### config.mk
export PLATFORM = sky130hd
export DESIGN_NAME = urb_sci
export DESIGN_NICKNAME = d
export VERILOG_FILES = /design/src/urb_pkg.sv /design/src/urb_sci.sv
export SDC_FILE = /design/constraint.sdc
export NUM_CORES = 1
export LEC_CHECK = 0
export BUFFER_PORTS_ARGS = -buffer_cell sky130_fd_sc_hd__buf_2
export CAP_MARGIN = 20
export CORE_MARGIN = 1.5
export CORE_UTILIZATION = 56
export CTS_CLUSTER_SIZE = 28
export DETAILED_ROUTE_END_ITERATION = 12
export HOLD_SLACK_MARGIN = 0.1
export PLACE_DENSITY = 0.77
export SLEW_MARGIN = 20
export SYNTH_ARGS = -nofsm -noshare
export SYNTH_HDL_FRONTEND = slang
export SYNTH_SLANG_ARGS = --single-unit
### constraint.sdc
create_clock -name clk -period 5.3 [get_ports clk]
set_input_delay 0.265 -clock clk [delete_from_list [all_inputs] [get_ports clk]]
set_output_delay 0.265 -clock clk [all_outputs]
set_load 0.1 [all_outputs]
### src/urb_pkg.sv
// shared constants and types of the serial receiver / baud block
// assumes a 32-bit APB master and a single 50 MHz clock
package urb_pkg;
    // register byte offsets
    localparam logic [7:0] ADDR_STATUS = 8'h00;
    localparam logic [7:0] ADDR_DATA   = 8'h04;
    localparam logic [7:0] ADDR_BAUD   = 8'h08;
    localparam logic [7:0] ADDR_CR1    = 8'h0C;
    localparam logic [7:0] ADDR_CR2    = 8'h10;
    localparam logic [7:0] ADDR_RXFINE = 8'h14;
    localparam logic [7:0] ADDR_TXFINE = 8'h18;
    // control register one fields
    localparam int CR1_R8   = 7;
    localparam int CR1_T8   = 6;
    localparam int CR1_SCID = 5;
    localparam int CR1_M    = 4;
    localparam int CR1_WAKE = 3;
    localparam int CR1_PCE  = 2;
    localparam int CR1_PS   = 1;
    localparam int CR1_PIE  = 0;
    // control register two fields
    localparam int CR2_TIE  = 7;
    localparam int CR2_TCIE = 6;
    localparam int CR2_RIE  = 5;
    localparam int CR2_ILIE = 4;
    localparam int CR2_TE   = 3;
    localparam int CR2_RE   = 2;
    localparam int CR2_RWU  = 1;
    // baud register fields (lsb positions)
    localparam int BAUD_PR  = 6;
    localparam int BAUD_TX  = 3;
    localparam int BAUD_RX  = 0;
    // reset values
    localparam logic [7:0] RST_CTRL = 8'h00;
    localparam logic [7:0] RST_BAUD = 8'h00;
    localparam logic [7:0] RST_FINE = 8'h00;
    // common prescaler divide values
    localparam logic [18:0] PR_0 = 19'h00001;
    localparam logic [18:0] PR_1 = 19'h00003;
    localparam logic [18:0] PR_2 = 19'h00004;
    localparam logic [18:0] PR_3 = 19'h0000D;
    // sample indices within a bit (count of samples already taken)
    localparam logic [3:0] S3   = 4'h2;
    localparam logic [3:0] S5   = 4'h4;
    localparam logic [3:0] S7   = 4'h6;
    localparam logic [3:0] S8   = 4'h7;
    localparam logic [3:0] S9   = 4'h8;
    localparam logic [3:0] S10  = 4'h9;
    localparam logic [3:0] SLST = 4'hF;
    // frame sizes
    localparam logic [3:0] DBITS_M0 = 4'h8;
    localparam logic [3:0] DBITS_M1 = 4'h9;
    localparam logic [3:0] FBITS_M0 = 4'hA;
    localparam logic [3:0] FBITS_M1 = 4'hB;
    localparam logic [7:0] IDLE_M0  = 8'hA0;
    localparam logic [7:0] IDLE_M1  = 8'hB0;

    typedef enum logic [1:0] {RX_HUNT, RX_START, RX_DATA, RX_STOP} urb_rxst_type;

    typedef struct packed {
        logic rx_full_flag;
        logic idle;
        logic ovr;
        logic nf;
        logic fe;
        logic pe;
    } urb_flags_type;
endpackage

### src/urb_sci.sv
// serial receiver with baud generation, parity, muting and a small transmitter
// assumes APB master on clk, rxd synchronous to clk, ce freezes everything
//
// Chosen here: register access over APB and the register addresses.
`timescale 1ns/10ps
module urb_sci
    import urb_pkg::*;
(
    // system
    input  wire logic        clk,
    input  wire logic        rst_n,
    input  wire logic        ce,
    // apb slave
    input  wire logic        psel,
    input  wire logic        penable,
    input  wire logic        pwrite,
    input  wire logic [7:0]  paddr,
    input  wire logic [31:0] pwdata,
    output logic      [31:0] prdata,
    output logic             pready,
    output logic             pslverr,
    // serial line
    input  wire logic        rxd,
    output logic             txd,
    // interrupt request
    output logic             irq
);
    logic [7:0]    cr1_r;
    logic [7:0]    cr2_r;
    logic [7:0]    baud_r;
    logic [7:0]    rxfine_r;
    logic [7:0]    txfine_r;
    logic [7:0]    data_r;
    logic          r8_r;
    logic          tc_r;
    logic          sr_seen_r;
    logic          idle_arm_r;
    urb_flags_type flg_r;

    // divide value of one direction: prescaler x fine x 2^sel
    function automatic logic [18:0] div_of(input logic [1:0] ps_sel,
                                           input logic [7:0] fine,
                                           input logic [2:0] dsel);
        logic [18:0] pr;
        logic [18:0] f;
        case (ps_sel)
            2'h0:    pr = PR_0;
            2'h1:    pr = PR_1;
            2'h2:    pr = PR_2;
            default: pr = PR_3;
        endcase
        f = (fine == 8'h00) ? 19'h00001 : {11'h000, fine};
        return 19'((pr * f) << dsel);
    endfunction

    // xor of 8 or 9 bits depending on word length
    function automatic logic par_of(input logic [8:0] w, input logic m);
        return m ? ^w : ^w[7:0];
    endfunction

    // decoded control bits
    logic m;
    logic wake;
    logic parity_enable;
    logic ps;
    logic mute;
    logic scid;
    assign m    = cr1_r[CR1_M];
    assign wake = cr1_r[CR1_WAKE];
    assign parity_enable  = cr1_r[CR1_PCE];
    assign ps   = cr1_r[CR1_PS];
    assign scid = cr1_r[CR1_SCID];
    assign mute = cr2_r[CR2_RWU];

    // apb decode
    logic       acc;
    logic       hit;
    logic [7:0] rd_mux;
    logic       tx_busy_r;
    logic       wr_cr2;
    logic       wr_dat;
    logic       rd_st;
    logic       rd_dat_clr;
    assign acc        = psel & penable & pready;
    assign wr_cr2     = acc & pwrite & (paddr == ADDR_CR2);
    assign wr_dat     = acc & pwrite & (paddr == ADDR_DATA);
    assign rd_st      = acc & ~pwrite & (paddr == ADDR_STATUS);
    assign rd_dat_clr = acc & ~pwrite & (paddr == ADDR_DATA) & sr_seen_r;

    // read mux
    always_comb begin
        hit    = 1'b1;
        rd_mux = 8'h00;
        case (paddr)
            ADDR_STATUS: rd_mux = {~tx_busy_r, tc_r, flg_r.rx_full_flag, flg_r.idle,
                                   flg_r.ovr, flg_r.nf, flg_r.fe, flg_r.pe};
            ADDR_DATA:   rd_mux = data_r;
            ADDR_BAUD:   rd_mux = baud_r;
            ADDR_CR1:    rd_mux = {r8_r, cr1_r[6:0]};
            ADDR_CR2:    rd_mux = cr2_r;
            ADDR_RXFINE: rd_mux = rxfine_r;
            ADDR_TXFINE: rd_mux = txfine_r;
            default:     hit = 1'b0;
        endcase
    end

    // one wait state so read data leaves a flop
    always_ff @(posedge clk or negedge rst_n) begin
        if (!rst_n) begin
            pready  <= 1'b0;
            prdata  <= 32'h00000000;
            pslverr <= 1'b0;
        end else if (ce) begin
            pready <= 1'b0;
            if (psel && penable && !pready) begin
                pready  <= 1'b1;
                prdata  <= {24'h000000, rd_mux};
                pslverr <= ~hit;
            end
        end
    end

    // plain configuration registers; baud values are not retimed
    always_ff @(posedge clk or negedge rst_n) begin
        if (!rst_n) begin
            cr1_r    <= RST_CTRL;
            baud_r   <= RST_BAUD;
            rxfine_r <= RST_FINE;
            txfine_r <= RST_FINE;
        end else if (ce && acc && pwrite) begin
            case (paddr)
                ADDR_CR1:    cr1_r    <= pwdata[7:0];
                ADDR_BAUD:   baud_r   <= pwdata[7:0];
                ADDR_RXFINE: rxfine_r <= pwdata[7:0];
                ADDR_TXFINE: txfine_r <= pwdata[7:0];
                default:     cr1_r    <= cr1_r;
            endcase
        end
    end

    // status-then-data sequence tracker
    always_ff @(posedge clk or negedge rst_n) begin
        if (!rst_n) begin
            sr_seen_r <= 1'b0;
        end else if (ce) begin
            if (rd_st) begin
                sr_seen_r <= 1'b1;
            end else if (acc && paddr == ADDR_DATA) begin
                sr_seen_r <= 1'b0;
            end
        end
    end

    // receive oversampling clock: 16 ticks per bit
    logic [18:0] rx_div;
    logic [18:0] rx_pc_r;
    logic        rx_tick;
    assign rx_div  = div_of(baud_r[BAUD_PR+:2], rxfine_r, baud_r[BAUD_RX+:3]);
    assign rx_tick = cr2_r[CR2_RE] & ~scid & (rx_pc_r == 19'h00000);

    always_ff @(posedge clk or negedge rst_n) begin
        if (!rst_n) begin
            rx_pc_r <= 19'h00000;
        end else if (ce && !cr2_r[CR2_RE]) begin
            rx_pc_r <= 19'h00000; // restart so a new baud setting ticks at once
        end else if (ce && !scid) begin
            rx_pc_r <= (rx_pc_r == 19'h00000) ? rx_div - 19'h00001 : rx_pc_r - 19'h00001;
        end
    end

    // receive sequencer
    urb_rxst_type rx_st_r;
    logic [3:0]   scnt_r;
    logic [2:0]   smp_r;
    logic [2:0]   hist_r;
    logic         edge_bad_r;
    logic         nz_r;
    logic         hid_nf_r;
    logic [3:0]   bcnt_r;
    logic [8:0]   sh_r;
    logic         done_r;
    logic         dfe_r;
    logic         dnf_r;
    logic [7:0]   idle_cnt_r;
    logic         idle_evt_r;
    logic         maj;
    logic         noisy;
    logic [7:0]   idle_len;
    logic [3:0]   nbits;
    logic [8:0]   rx_word;
    logic         msb;
    logic         am_wake;
    logic         accept;
    logic         idle_wake;

    assign maj      = (smp_r[0] & smp_r[1]) | (smp_r[0] & smp_r[2]) | (smp_r[1] & smp_r[2]);
    assign noisy    = ~((smp_r[0] == smp_r[1]) && (smp_r[1] == smp_r[2]));
    assign idle_len = m ? IDLE_M1 : IDLE_M0;
    assign nbits    = m ? DBITS_M1 : DBITS_M0;
    assign rx_word  = m ? sh_r : {1'b0, sh_r[8:1]};
    // with parity on, the parity bit sits at the top and is skipped for the address mark
    assign msb      = m ? (parity_enable ? rx_word[7] : rx_word[8]) : (parity_enable ? rx_word[6] : rx_word[7]);
    assign am_wake  = done_r & mute & wake & msb;
    assign accept   = done_r & (~mute | am_wake);
    assign idle_wake = idle_evt_r & mute & ~wake;

    always_ff @(posedge clk or negedge rst_n) begin
        if (!rst_n) begin
            rx_st_r    <= RX_HUNT;
            scnt_r     <= 4'h0;
            smp_r      <= 3'h7;
            hist_r     <= 3'h0;
            edge_bad_r <= 1'b0;
            nz_r       <= 1'b0;
            hid_nf_r   <= 1'b0;
            bcnt_r     <= 4'h0;
            sh_r       <= 9'h000;
            done_r     <= 1'b0;
            dfe_r      <= 1'b0;
            dnf_r      <= 1'b0;
            idle_cnt_r <= 8'h00;
            idle_evt_r <= 1'b0;
        end else if (ce) begin
            done_r     <= 1'b0;
            idle_evt_r <= 1'b0;
            if (accept) begin
                hid_nf_r <= 1'b0;
            end
            if (!cr2_r[CR2_RE]) begin
                rx_st_r    <= RX_HUNT;
                hist_r     <= 3'h0;
                idle_cnt_r <= 8'h00;
            end else if (rx_tick) begin
                case (rx_st_r)
                    RX_HUNT: begin
                        hist_r <= {hist_r[1:0], rxd};
                        if (!rxd) begin
                            rx_st_r    <= RX_START;
                            scnt_r     <= 4'h1;
                            edge_bad_r <= (hist_r != 3'h7);
                            idle_cnt_r <= 8'h00;
                        end else if (idle_cnt_r != idle_len) begin
                            idle_cnt_r <= idle_cnt_r + 8'h01;
                            idle_evt_r <= (idle_cnt_r == idle_len - 8'h01);
                        end
                    end
                    default: begin
                        scnt_r <= scnt_r + 4'h1;
                        if (scnt_r == S8 || scnt_r == S9 || scnt_r == S10) begin
                            smp_r <= {smp_r[1:0], rxd};
                        end
                        if (rx_st_r == RX_START && rxd && (scnt_r == S3 || scnt_r == S5 || scnt_r == S7)) begin
                            edge_bad_r <= 1'b1;
                        end
                        if (scnt_r == SLST) begin
                            case (rx_st_r)
                                RX_START: begin
                                    if (maj) begin
                                        hid_nf_r <= 1'b1;
                                        rx_st_r  <= RX_HUNT;
                                        hist_r   <= 3'h7;
                                    end else begin
                                        nz_r    <= edge_bad_r | (smp_r != 3'h0);
                                        rx_st_r <= RX_DATA;
                                        bcnt_r  <= 4'h0;
                                    end
                                end
                                RX_DATA: begin
                                    sh_r   <= {maj, sh_r[8:1]};
                                    nz_r   <= nz_r | noisy;
                                    bcnt_r <= bcnt_r + 4'h1;
                                    if (bcnt_r == nbits - 4'h1) begin
                                        rx_st_r <= RX_STOP;
                                    end
                                end
                                default: begin
                                    done_r  <= 1'b1;
                                    dfe_r   <= ~maj;
                                    dnf_r   <= nz_r | noisy;
                                    rx_st_r <= RX_HUNT;
                                    hist_r  <= {3{maj}};
                                end
                            endcase
                        end
                    end
                endcase
            end
        end
    end

    // receive flags and buffer; a new event beats a same-cycle clear
    always_ff @(posedge clk or negedge rst_n) begin
        if (!rst_n) begin
            flg_r      <= '0;
            data_r     <= 8'h00;
            r8_r       <= 1'b0;
            idle_arm_r <= 1'b1;
        end else if (ce) begin
            if (rd_dat_clr) begin
                flg_r <= '0;
            end
            if (idle_evt_r && !mute && idle_arm_r) begin
                flg_r.idle <= 1'b1;
                idle_arm_r <= 1'b0;
            end
            if (accept) begin
                if (flg_r.rx_full_flag && !rd_dat_clr) begin
                    flg_r.ovr <= 1'b1; // buffer kept, word dropped
                end else begin
                    data_r     <= rx_word[7:0];
                    r8_r       <= rx_word[8];
                    flg_r.rx_full_flag <= 1'b1;
                    flg_r.fe   <= dfe_r;
                    flg_r.nf   <= dnf_r | hid_nf_r;
                    flg_r.pe   <= parity_enable & (par_of(rx_word, m) != ps);
                    idle_arm_r <= 1'b1;
                end
            end
        end
    end

    // control two; a software write wins over a hardware wake
    always_ff @(posedge clk or negedge rst_n) begin
        if (!rst_n) begin
            cr2_r <= RST_CTRL;
        end else if (ce) begin
            if (idle_wake || am_wake) begin
                cr2_r[CR2_RWU] <= 1'b0;
            end
            if (wr_cr2) begin
                cr2_r <= pwdata[7:0];
            end
        end
    end

    // transmit tick clock: 16 ticks per bit
    logic [18:0] tx_div;
    logic [18:0] tx_pc_r;
    logic        tx_tick;
    assign tx_div  = div_of(baud_r[BAUD_PR+:2], txfine_r, baud_r[BAUD_TX+:3]);
    assign tx_tick = cr2_r[CR2_TE] & ~scid & (tx_pc_r == 19'h00000);

    always_ff @(posedge clk or negedge rst_n) begin
        if (!rst_n) begin
            tx_pc_r <= 19'h00000;
        end else if (ce && !cr2_r[CR2_TE]) begin
            tx_pc_r <= 19'h00000; // restart so a new baud setting ticks at once
        end else if (ce && !scid) begin
            tx_pc_r <= (tx_pc_r == 19'h00000) ? tx_div - 19'h00001 : tx_pc_r - 19'h00001;
        end
    end

    // transmit word with parity in place of the msb
    logic [8:0] tw;
    logic       tx_load;
    always_comb begin
        tw = {cr1_r[CR1_T8], pwdata[7:0]};
        if (parity_enable && m) begin
            tw[8] = par_of(tw & 9'h0FF, 1'b1) ^ ps;
        end else if (parity_enable) begin
            tw[7] = par_of(tw & 9'h07F, 1'b0) ^ ps;
        end
    end
    assign tx_load = wr_dat & cr2_r[CR2_TE] & ~tx_busy_r;

    // transmit shifter; writes while busy are dropped, no holding buffer
    logic [10:0] tx_sh_r;
    logic [3:0]  tx_sub_r;
    logic [3:0]  tx_bits_r;
    always_ff @(posedge clk or negedge rst_n) begin
        if (!rst_n) begin
            tx_sh_r   <= 11'h7FF;
            tx_sub_r  <= 4'h0;
            tx_bits_r <= 4'h0;
            tx_busy_r <= 1'b0;
            tc_r      <= 1'b1; // nothing pending, so complete out of reset
            txd       <= 1'b1;
        end else if (ce) begin
            txd <= tx_sh_r[0];
            if (wr_dat && sr_seen_r) begin
                tc_r <= 1'b0;
            end
            if (tx_load) begin
                tx_sh_r   <= m ? {1'b1, tw, 1'b0} : {2'h3, tw[7:0], 1'b0};
                tx_bits_r <= m ? FBITS_M1 : FBITS_M0;
                tx_sub_r  <= 4'h0;
                tx_busy_r <= 1'b1;
            end else if (tx_busy_r && tx_tick) begin
                tx_sub_r <= tx_sub_r + 4'h1;
                if (tx_sub_r == SLST) begin
                    tx_sh_r   <= {1'b1, tx_sh_r[10:1]};
                    tx_bits_r <= tx_bits_r - 4'h1;
                    if (tx_bits_r == 4'h1) begin
                        tx_busy_r <= 1'b0;
                        tc_r      <= 1'b1;
                    end
                end
            end
        end
    end

    // single interrupt line; receive sources silenced while muted
    always_ff @(posedge clk or negedge rst_n) begin
        if (!rst_n) begin
            irq <= 1'b0;
        end else if (ce) begin
            irq <= (~mute & ((cr2_r[CR2_RIE] & (flg_r.rx_full_flag | flg_r.ovr)) |
                             (cr2_r[CR2_ILIE] & flg_r.idle) |
                             (cr1_r[CR1_PIE] & flg_r.pe))) |
                   (cr2_r[CR2_TIE] & ~tx_busy_r) | (cr2_r[CR2_TCIE] & tc_r);
        end
    end

    property p_fe_rx_full_flag;
        @(posedge clk) disable iff (!rst_n) $rose(flg_r.fe) |-> flg_r.rx_full_flag && $past(accept);
    endproperty
    a_fe_rx_full_flag: assert property (p_fe_rx_full_flag) else $error("fe rose without a load");

    property p_fe_clear;
        @(posedge clk) disable iff (!rst_n) $fell(flg_r.fe) |-> $past(rd_dat_clr);
    endproperty
    a_fe_clear: assert property (p_fe_clear) else $error("fe cleared without sequence");

    property p_mute_quiet;
        @(posedge clk) disable iff (!rst_n) ce && mute && !am_wake |=> !$rose(flg_r.rx_full_flag) && !$rose(flg_r.idle);
    endproperty
    a_mute_quiet: assert property (p_mute_quiet) else $error("flag set while muted");

    property p_idle_wake;
        @(posedge clk) disable iff (!rst_n) ce && idle_wake && !wr_cr2 |=> !mute && !$rose(flg_r.idle);
    endproperty
    a_idle_wake: assert property (p_idle_wake) else $error("idle wake wrong");

    property p_am_wake;
        @(posedge clk) disable iff (!rst_n) ce && am_wake && !wr_cr2 |=> !mute && flg_r.rx_full_flag;
    endproperty
    a_am_wake: assert property (p_am_wake) else $error("address wake wrong");

    property p_false_start;
        @(posedge clk) disable iff (!rst_n)
            ce && rx_tick && rx_st_r == RX_START && scnt_r == SLST && maj |=> hid_nf_r && rx_st_r == RX_HUNT ##1 !done_r;
    endproperty
    a_false_start: assert property (p_false_start) else $error("false start not discarded");

    property p_rx_noise;
        @(posedge clk) disable iff (!rst_n)
            ce && rx_tick && rx_st_r == RX_DATA && scnt_r == SLST && noisy |=> nz_r;
    endproperty
    a_rx_noise: assert property (p_rx_noise) else $error("noise not recorded");

    property p_tick_gap;
        @(posedge clk) disable iff (!rst_n) rx_tick && rx_div > 19'h00001 |=> !rx_tick;
    endproperty
    a_tick_gap: assert property (p_tick_gap) else $error("sample ticks too close");

    property p_tx_par;
        @(posedge clk) disable iff (!rst_n) ce && tx_load && parity_enable && !m |=> (^tx_sh_r[8:1]) == ps && !tx_sh_r[0];
    endproperty
    a_tx_par: assert property (p_tx_par) else $error("transmit parity wrong");
endmodule

Word level (Yosys, flattened, before mapping)
Index checks and enable logic that the tools add are counted.
Widths: inputs -> output; s select.
{"block": "totals", "reg_bits": 167, "latchBits": 0, "ram_bits": 0, "rom_bits": 0, "inputBits": 47, "out_inout_bits": 36, "word_cells": 322, "memories": 0}
{"block": "classes", "addsub": 11, "n_mul": 2, "div_mod_pow": 0, "magnitude_cmp": 0, "eq_ne": 36, "shift": 2, "mux": 100, "bitwise": 55, "reduce_logical": 74}
{"operator": "$mux 19", "n": 6}
{"operator": "$sub 19x1->19 const B", "n": 4}
{"operator": "$mux 8", "n": 7}
{"operator": "$pmux 8 s7", "n": 1}
{"operator": "$mux 1", "n": 51}
{"operator": "$logic_not 19->1", "n": 2}
{"operator": "$mul 19x8->19", "n": 2}
{"operator": "$shl 19x3->19", "n": 2}
{"operator": "$mux 4", "n": 9}
{"operator": "$mux 11", "n": 3}
{"operator": "$and 1x1->1", "n": 31}
{"operator": "$eq 8x5->1 const B", "n": 3}
{"operator": "$logic_not 8->1", "n": 3}
{"operator": "$reduce_and 2->1", "n": 10}
{"operator": "$reduce_and 5->1", "n": 4}
{"operator": "$reduce_bool 2->1", "n": 10}
{"operator": "$mux 3", "n": 6}
{"operator": "$reduce_xor 9->1", "n": 2}
{"operator": "$logic_and 1x1->1", "n": 17}
{"operator": "$eq 4x4->1 const B", "n": 4}
{"operator": "$eq 8x4->1 const B", "n": 2}
{"operator": "$mux 2", "n": 8}
{"operator": "$reduce_xor 8->1", "n": 2}
{"operator": "$add 4x1->4 const B", "n": 3}
{"operator": "other kinds (42)", "n": 88}

Depth between registers and ports, before layout
{"block": "depth", "word_depth": 13, "mapped_depth": 19, "ltp_nobuf": 18}

Worst setup path after synthesis
Ideal clock, no wire load.
{"block": "synth_path", "path_type": "register to register", "startpoint": "reg txfine_r[4]", "endpoint": "reg tx_pc_r[18]", "setup_time_ns": 0.124, "arrival_ns": 5.173, "path_slack_ns": 0.003, "path_stages_with_launch": 19, "n_path_buf": 0, "period_less_slack_ns": 5.297, "path_cell_list": "dfrtp_1 > nor4_1 > a21o_1 > nand3_1 > fa_1 > inv_1 > fa_1 > inv_1 > fa_1 > nand2b_1 > a21oi_1 > mux2_2 > o211a_1 > a221o_1 > or2_1 > nor4_4 > nand4_1 > mux2i_1 > a211o_1"}
{"block": "synth_between", "elab_chain_cells": 8}
{"element": "from (decl)", "line_no": "urb_sci.sv:32", "source": "logic [7:0] txfine_r;"}
{"element": "from (signal assigned)", "line_no": "urb_sci.sv:135", "source": "ADDR_TXFINE: txfine_r <= pwdata[7:0];"}
{"element": "$logic_not 8->1", "line_no": "urb_sci.sv:52", "source": "f = (fine == 8'h00) ? 19'h00001 : {11'h000, fine};"}
{"element": "$mux 8 (*)", "line_no": "urb_sci.sv:52"}
{"element": "$mul 19x8->19 (*)", "line_no": "urb_sci.sv:53", "source": "return 19'((pr * f) << dsel);"}
{"element": "$shl 19x3->19 (*)", "line_no": "urb_sci.sv:53"}
{"element": "$sub 19x1->19 (*)", "line_no": "urb_sci.sv:349", "source": "tx_pc_r <= (tx_pc_r == 19'h00000) ? tx_div - 19'h00001 : tx_pc_r - 19'h00001;"}
{"element": "$mux 19 (*)", "line_no": "urb_sci.sv:349"}
{"element": "$mux 19 (*)", "line_no": "urb_sci.sv:348", "source": "end else if (ce && !scid) begin"}
{"element": "$mux 19 (*)", "line_no": "urb_sci.sv:346", "source": "end else if (ce && !cr2_r[CR2_TE]) begin"}
{"element": "to (signal assigned)", "line_no": "urb_sci.sv:349"}
{"element": "to (decl)", "line_no": "urb_sci.sv:338", "source": "logic [18:0] tx_pc_r;"}
Mark *: on every way between the ends. The rest lies on a longest branch, timed or not. The select of a mux whose other input is x is not followed.
A chain may end at the register's enable or synchronous reset.

Worst setup path after layout
{"block": "layout_path", "startpoint": "reg txfine_r[7]", "endpoint": "reg tx_pc_r[17]"}
The elaborated chain is that of the path after synthesis.

==> results.py <==
metrics = {
    "run_status": {
        "status": "finished clean",
    },
    "floorplan": {
        "dieArea_sq_um": 23600,
        "rows": 54,
        "ioPinCount": 83,
        "initial_utilization": 0.578,
        "core_area_sq_um": 22000,
        "die_w_um": 154,
        "die_y_um": 154,
    },
    "global_routing": {
        "grt-ovfl-total": 0,
        "grt_pass1_wl_mm": 52.8,
        "antenna_found_initial": 0,
        "grt_pass1_vias": 10600,
        "grt_use_total": 0.274,
        "grt_start_max_net_pins": 93,
    },
    "critical_path": {
        "cp.arrival_ps": 5440,
        "ff2ff_path_depth": 18,
        "crit_end": "tx_pc_r[17]$_DFFE_PN0P_",
        "timing.rr.start": "txfine_r[7]$_DFFE_PN0P_",
        "r2r-end": "tx_pc_r[17]$_DFFE_PN0P_",
        "crit_required_ps": 5630,
        "cp-start-kind": "flop",
        "r2r_setup_slack_ps": 190,
        "startpoint": "txfine_r[7]$_DFFE_PN0P_",
        "end_kind": "flop",
        "crit_fanout": 5,
        "critPathKind": "reg -> reg",
    },
    "logic_synthesis": {
        "yosysWarnings": 0,
        "async_flop_share": 1.00,
        "ys.flop_type": "dfrtp_1",
        "syn_area_sq_um": 12700,
        "synth_edf_count": 0,
        "yosys_register_bits": 166,
        "synth_cell_type_count": 102,
        "ys_seq_area_frac": 0.328,
        "synth_area_per_cell_sq_um": 8.74,
        "synthCells": 1455,
    },
    "placed_design": {
        "gp_congestion": 0.929,
        "placed_area_sq_um": 13100,
        "dp_worst_setup_slack_ps": -49.3,
        "placedCellCount": 1748,
        "place.detailed.hpwl_mm": 23.4,
        "portBuffers": 34,
    },
    "pwr": {
        "p_seq_frac": 0.461,
        "power_density_nw_per_um2": 199,
        "combPwrFrac": 0.072,
        "p_leak_uw": 0.00652,
        "switching_share": 0.293,
        "power.switching_uw": 812,
        "peakVddDrop_mv": 0.236,
        "p_clk_frac": 0.467,
        "power.internal_uw": 1960,
    },
    "sta": {
        "min_period_ps": 5110,
        "fin_crit_sh": 0.963,
        "hold_viol": 0,
        "worstMarginPinSlew_ps": 959,
        "final_max_slew_viol_count": 0,
        "rsz0062_at_grt": "true",
        "fmax_mhz": 196,
        "finalSetupViolations": 0,
        "layout_setup_ws_ps": 195,
        "clock_skew_ps": 15.9,
        "maxSlewHeadroom": 0.361,
    },
    "job": {
        "maxCapViolCount": 0,
    },
    "clock_tree": {
        "cts_tree": "done",
        "cts_num_sinks": 166,
        "clock_latency_ps": 450,
        "numCtsBuffers": 17,
        "cts_root_buffer": "clkbuf_16",
        "path_clk_slew_ps": 80,
        "cts_htree_levels": 4,
        "cts_max_path_buffers": 2,
    },
    "detailed_routing": {
        "drt-total-wl_mm": 32.0,
        "dr.pass1.iters": 9,
        "drt_iter0_drc": 1041,
        "route.detailed.drc": 0,
        "drtAntennaViolNets": 0,
        "drt-wirelength-per-cell_um": 17.9,
        "via_count": 11300,
        "avgViaCountPerCell": 6.32,
    },
    "layout": {
        "antenna_cells": 0,
        "area_growth_pct": 9.78,
        "layout-drive-gt1-share": 0.162,
        "layoutNonFillerInstCount": 1788,
        "final_area_sq_um": 14000,
        "nNetsFinal": 1618,
    },
    "worst_hold_path": {
        "hp-class": "in -> reg",
        "min_path_cells": 2,
    },
}
==> synthesized netlist by cell type (10+ instances only) <==
cell,number,area [sq um]
nand2b_1,13,81.3
clkbuf_1,44,165
and2_1,47,294
nor3_1,32,160
o21ai_0,102,510
ha_1,52,651
buf_4,26,195
and3_1,26,163
a21o_1,22,165
dfstp_2,16,420
nand2_1,193,724
fa_1,24,480
a22oi_1,19,143
mux2i_1,26,260
dfrtp_1,150,3750
xnor2_1,35,307
nor2b_1,10,62.6
a31oi_1,17,106
xor2_1,19,166
nor4_1,12,75.1
mux2_2,51,574
inv_1,75,282
nand4_1,23,144
nand3_1,33,165
nor2_1,102,383
a21oi_1,70,350
o211ai_1,12,90.1
==> repair_timing <==
action                                  4_1_cts  5_1_grt
gates resized for setup                       3       23
endpoints found under the hold margin        79        0
pin swaps                                     1       20
hold buffers                                  1        0
endpoints found under the setup margin        4       16
setup buffers                                 0        7
==> metrics by stage <==
step                hold slack [ps]  utilization  total power [uW]  TNS [ps]
floorplan                     -30.6            -              1450         0
global placement                392        0.597              1500         0
detailed placement              397        0.597              1500     -77.0
CTS                             160        0.626              2770         0
global route                    170        0.634              2840      -153
finish                          158        0.634              2770         0
==> layout make-up <==
cell class / count / area [sq um]
clock inverters: 14 / 180
multi-input cells: 1151 / 7990
fillers: 1821 / 8060
flip-flops and latches: 166 / 4180
repair buffers: 83 / 547
clock buffers: 18 / 439
inverters: 76 / 287
well taps: 280 / 350
==> registers in the layout, summed over array words and instances (netlist names), 6 cells and up <==
name	flops
rx_pc_r	19
tx_pc_r	19
tx_sh_r	10
sh_r	9
baud_r	8
cr2_r	8
data_r	8
idle_cnt_r	8
prdata	8
rxfine_r	8
txfine_r	8
cr1_r	7
flg_r	6
==> worst max-delay path: stages (launching register included) <==
cell,delay (ps)
dfrtp_1,420
nor4_4,300
a21o_1,180
nand3_2,90
fa_1,540
inv_1,50
fa_1,510
inv_1,60
fa_2,550
inv_1,50
mux4_2,470
a32o_2,260
a21oi_4,180
nand3_4,120
nor4_4,340
and2_4,190
nand4_1,110
mux2_1,330
a221o_1,250
==> cell usage in the layout (no fill, tap or decap), types with 19 or more instances in the layout <==
| cell type | instances |
|---|---|
| a21o_1 | 22 |
| a21oi_1 | 69 |
| a22oi_1 | 19 |
| and2_1 | 47 |
| and3_1 | 26 |
| buf_2 | 33 |
| buf_4 | 48 |
| conb_1 | 24 |
| dfrtp_1 | 149 |
| fa_1 | 23 |
| ha_1 | 52 |
| inv_1 | 75 |
| mux2_2 | 51 |
| mux2i_1 | 26 |
| nand2_1 | 193 |
| nand3_1 | 31 |
| nand4_1 | 23 |
| nor2_1 | 102 |
| nor3_1 | 29 |
| o21ai_0 | 100 |
| xnor2_1 | 34 |
| xor2_1 | 19 |
==> kinds of logic (layout without fill, tap and decap cells) <==
family / count (synthesis) / count (layout) / share of synthesized area
flip-flops: 166 / 166 / 0.328
buffers and inverters: 161 / 191 / 0.0613
AND/OR/NAND/NOR: 545 / 545 / 0.217
adder cells (fa/ha/maj): 76 / 76 / 0.0889
other: 1 / 24 / 0.000295
AO/OA/AOI/OAI: 372 / 372 / 0.198
multiplexers: 80 / 80 / 0.0700
XOR/XNOR: 54 / 54 / 0.0372
==> worst min path at each step <==
stage	start	to	slack (ps)
CTS	rxd	smp_r[0]$_DFFE_PN1P_	160
detailed placement	rst_n	tx_bits_r[2]$_DFFE_PN0P_	400
global placement	rst_n	tx_bits_r[2]$_DFFE_PN0P_	390
floorplan	rst_n	baud_r[0]$_DFFE_PN0P_	-30
finish	rxd	smp_r[0]$_DFFE_PN1P_	160
global route	rxd	smp_r[0]$_DFFE_PN1P_	170
==> routing by layer <==
| metal | GRT usage | wire length, um | vias to the layer above |
|---|---|---|---|
| li1 | - | - | 5295 |
| met1 | 0.379 | 14100 | 5500 |
| met2 | 0.446 | 15200 | 443 |
| met3 | 0.0344 | 2040 | 60 |
| met4 | 0.0929 | 727 | 0 |
| met5 | 0 | 0 | - |
==> power by group through the flow <==
| stage | clock network [uW] | logic [uW] | registers (uW) |
|---|---|---|---|
| 2_1_floorplan | 0 | 140 | 1310 |
| 3_3_place_gp | 0 | 196 | 1300 |
| 3_5_place_dp | 0 | 198 | 1300 |
| 4_1_cts | 1300 | 199 | 1280 |
| 5_1_grt | 1350 | 214 | 1280 |
| 6_report | 1300 | 200 | 1280 |
(Power assumes the default switching activity.)
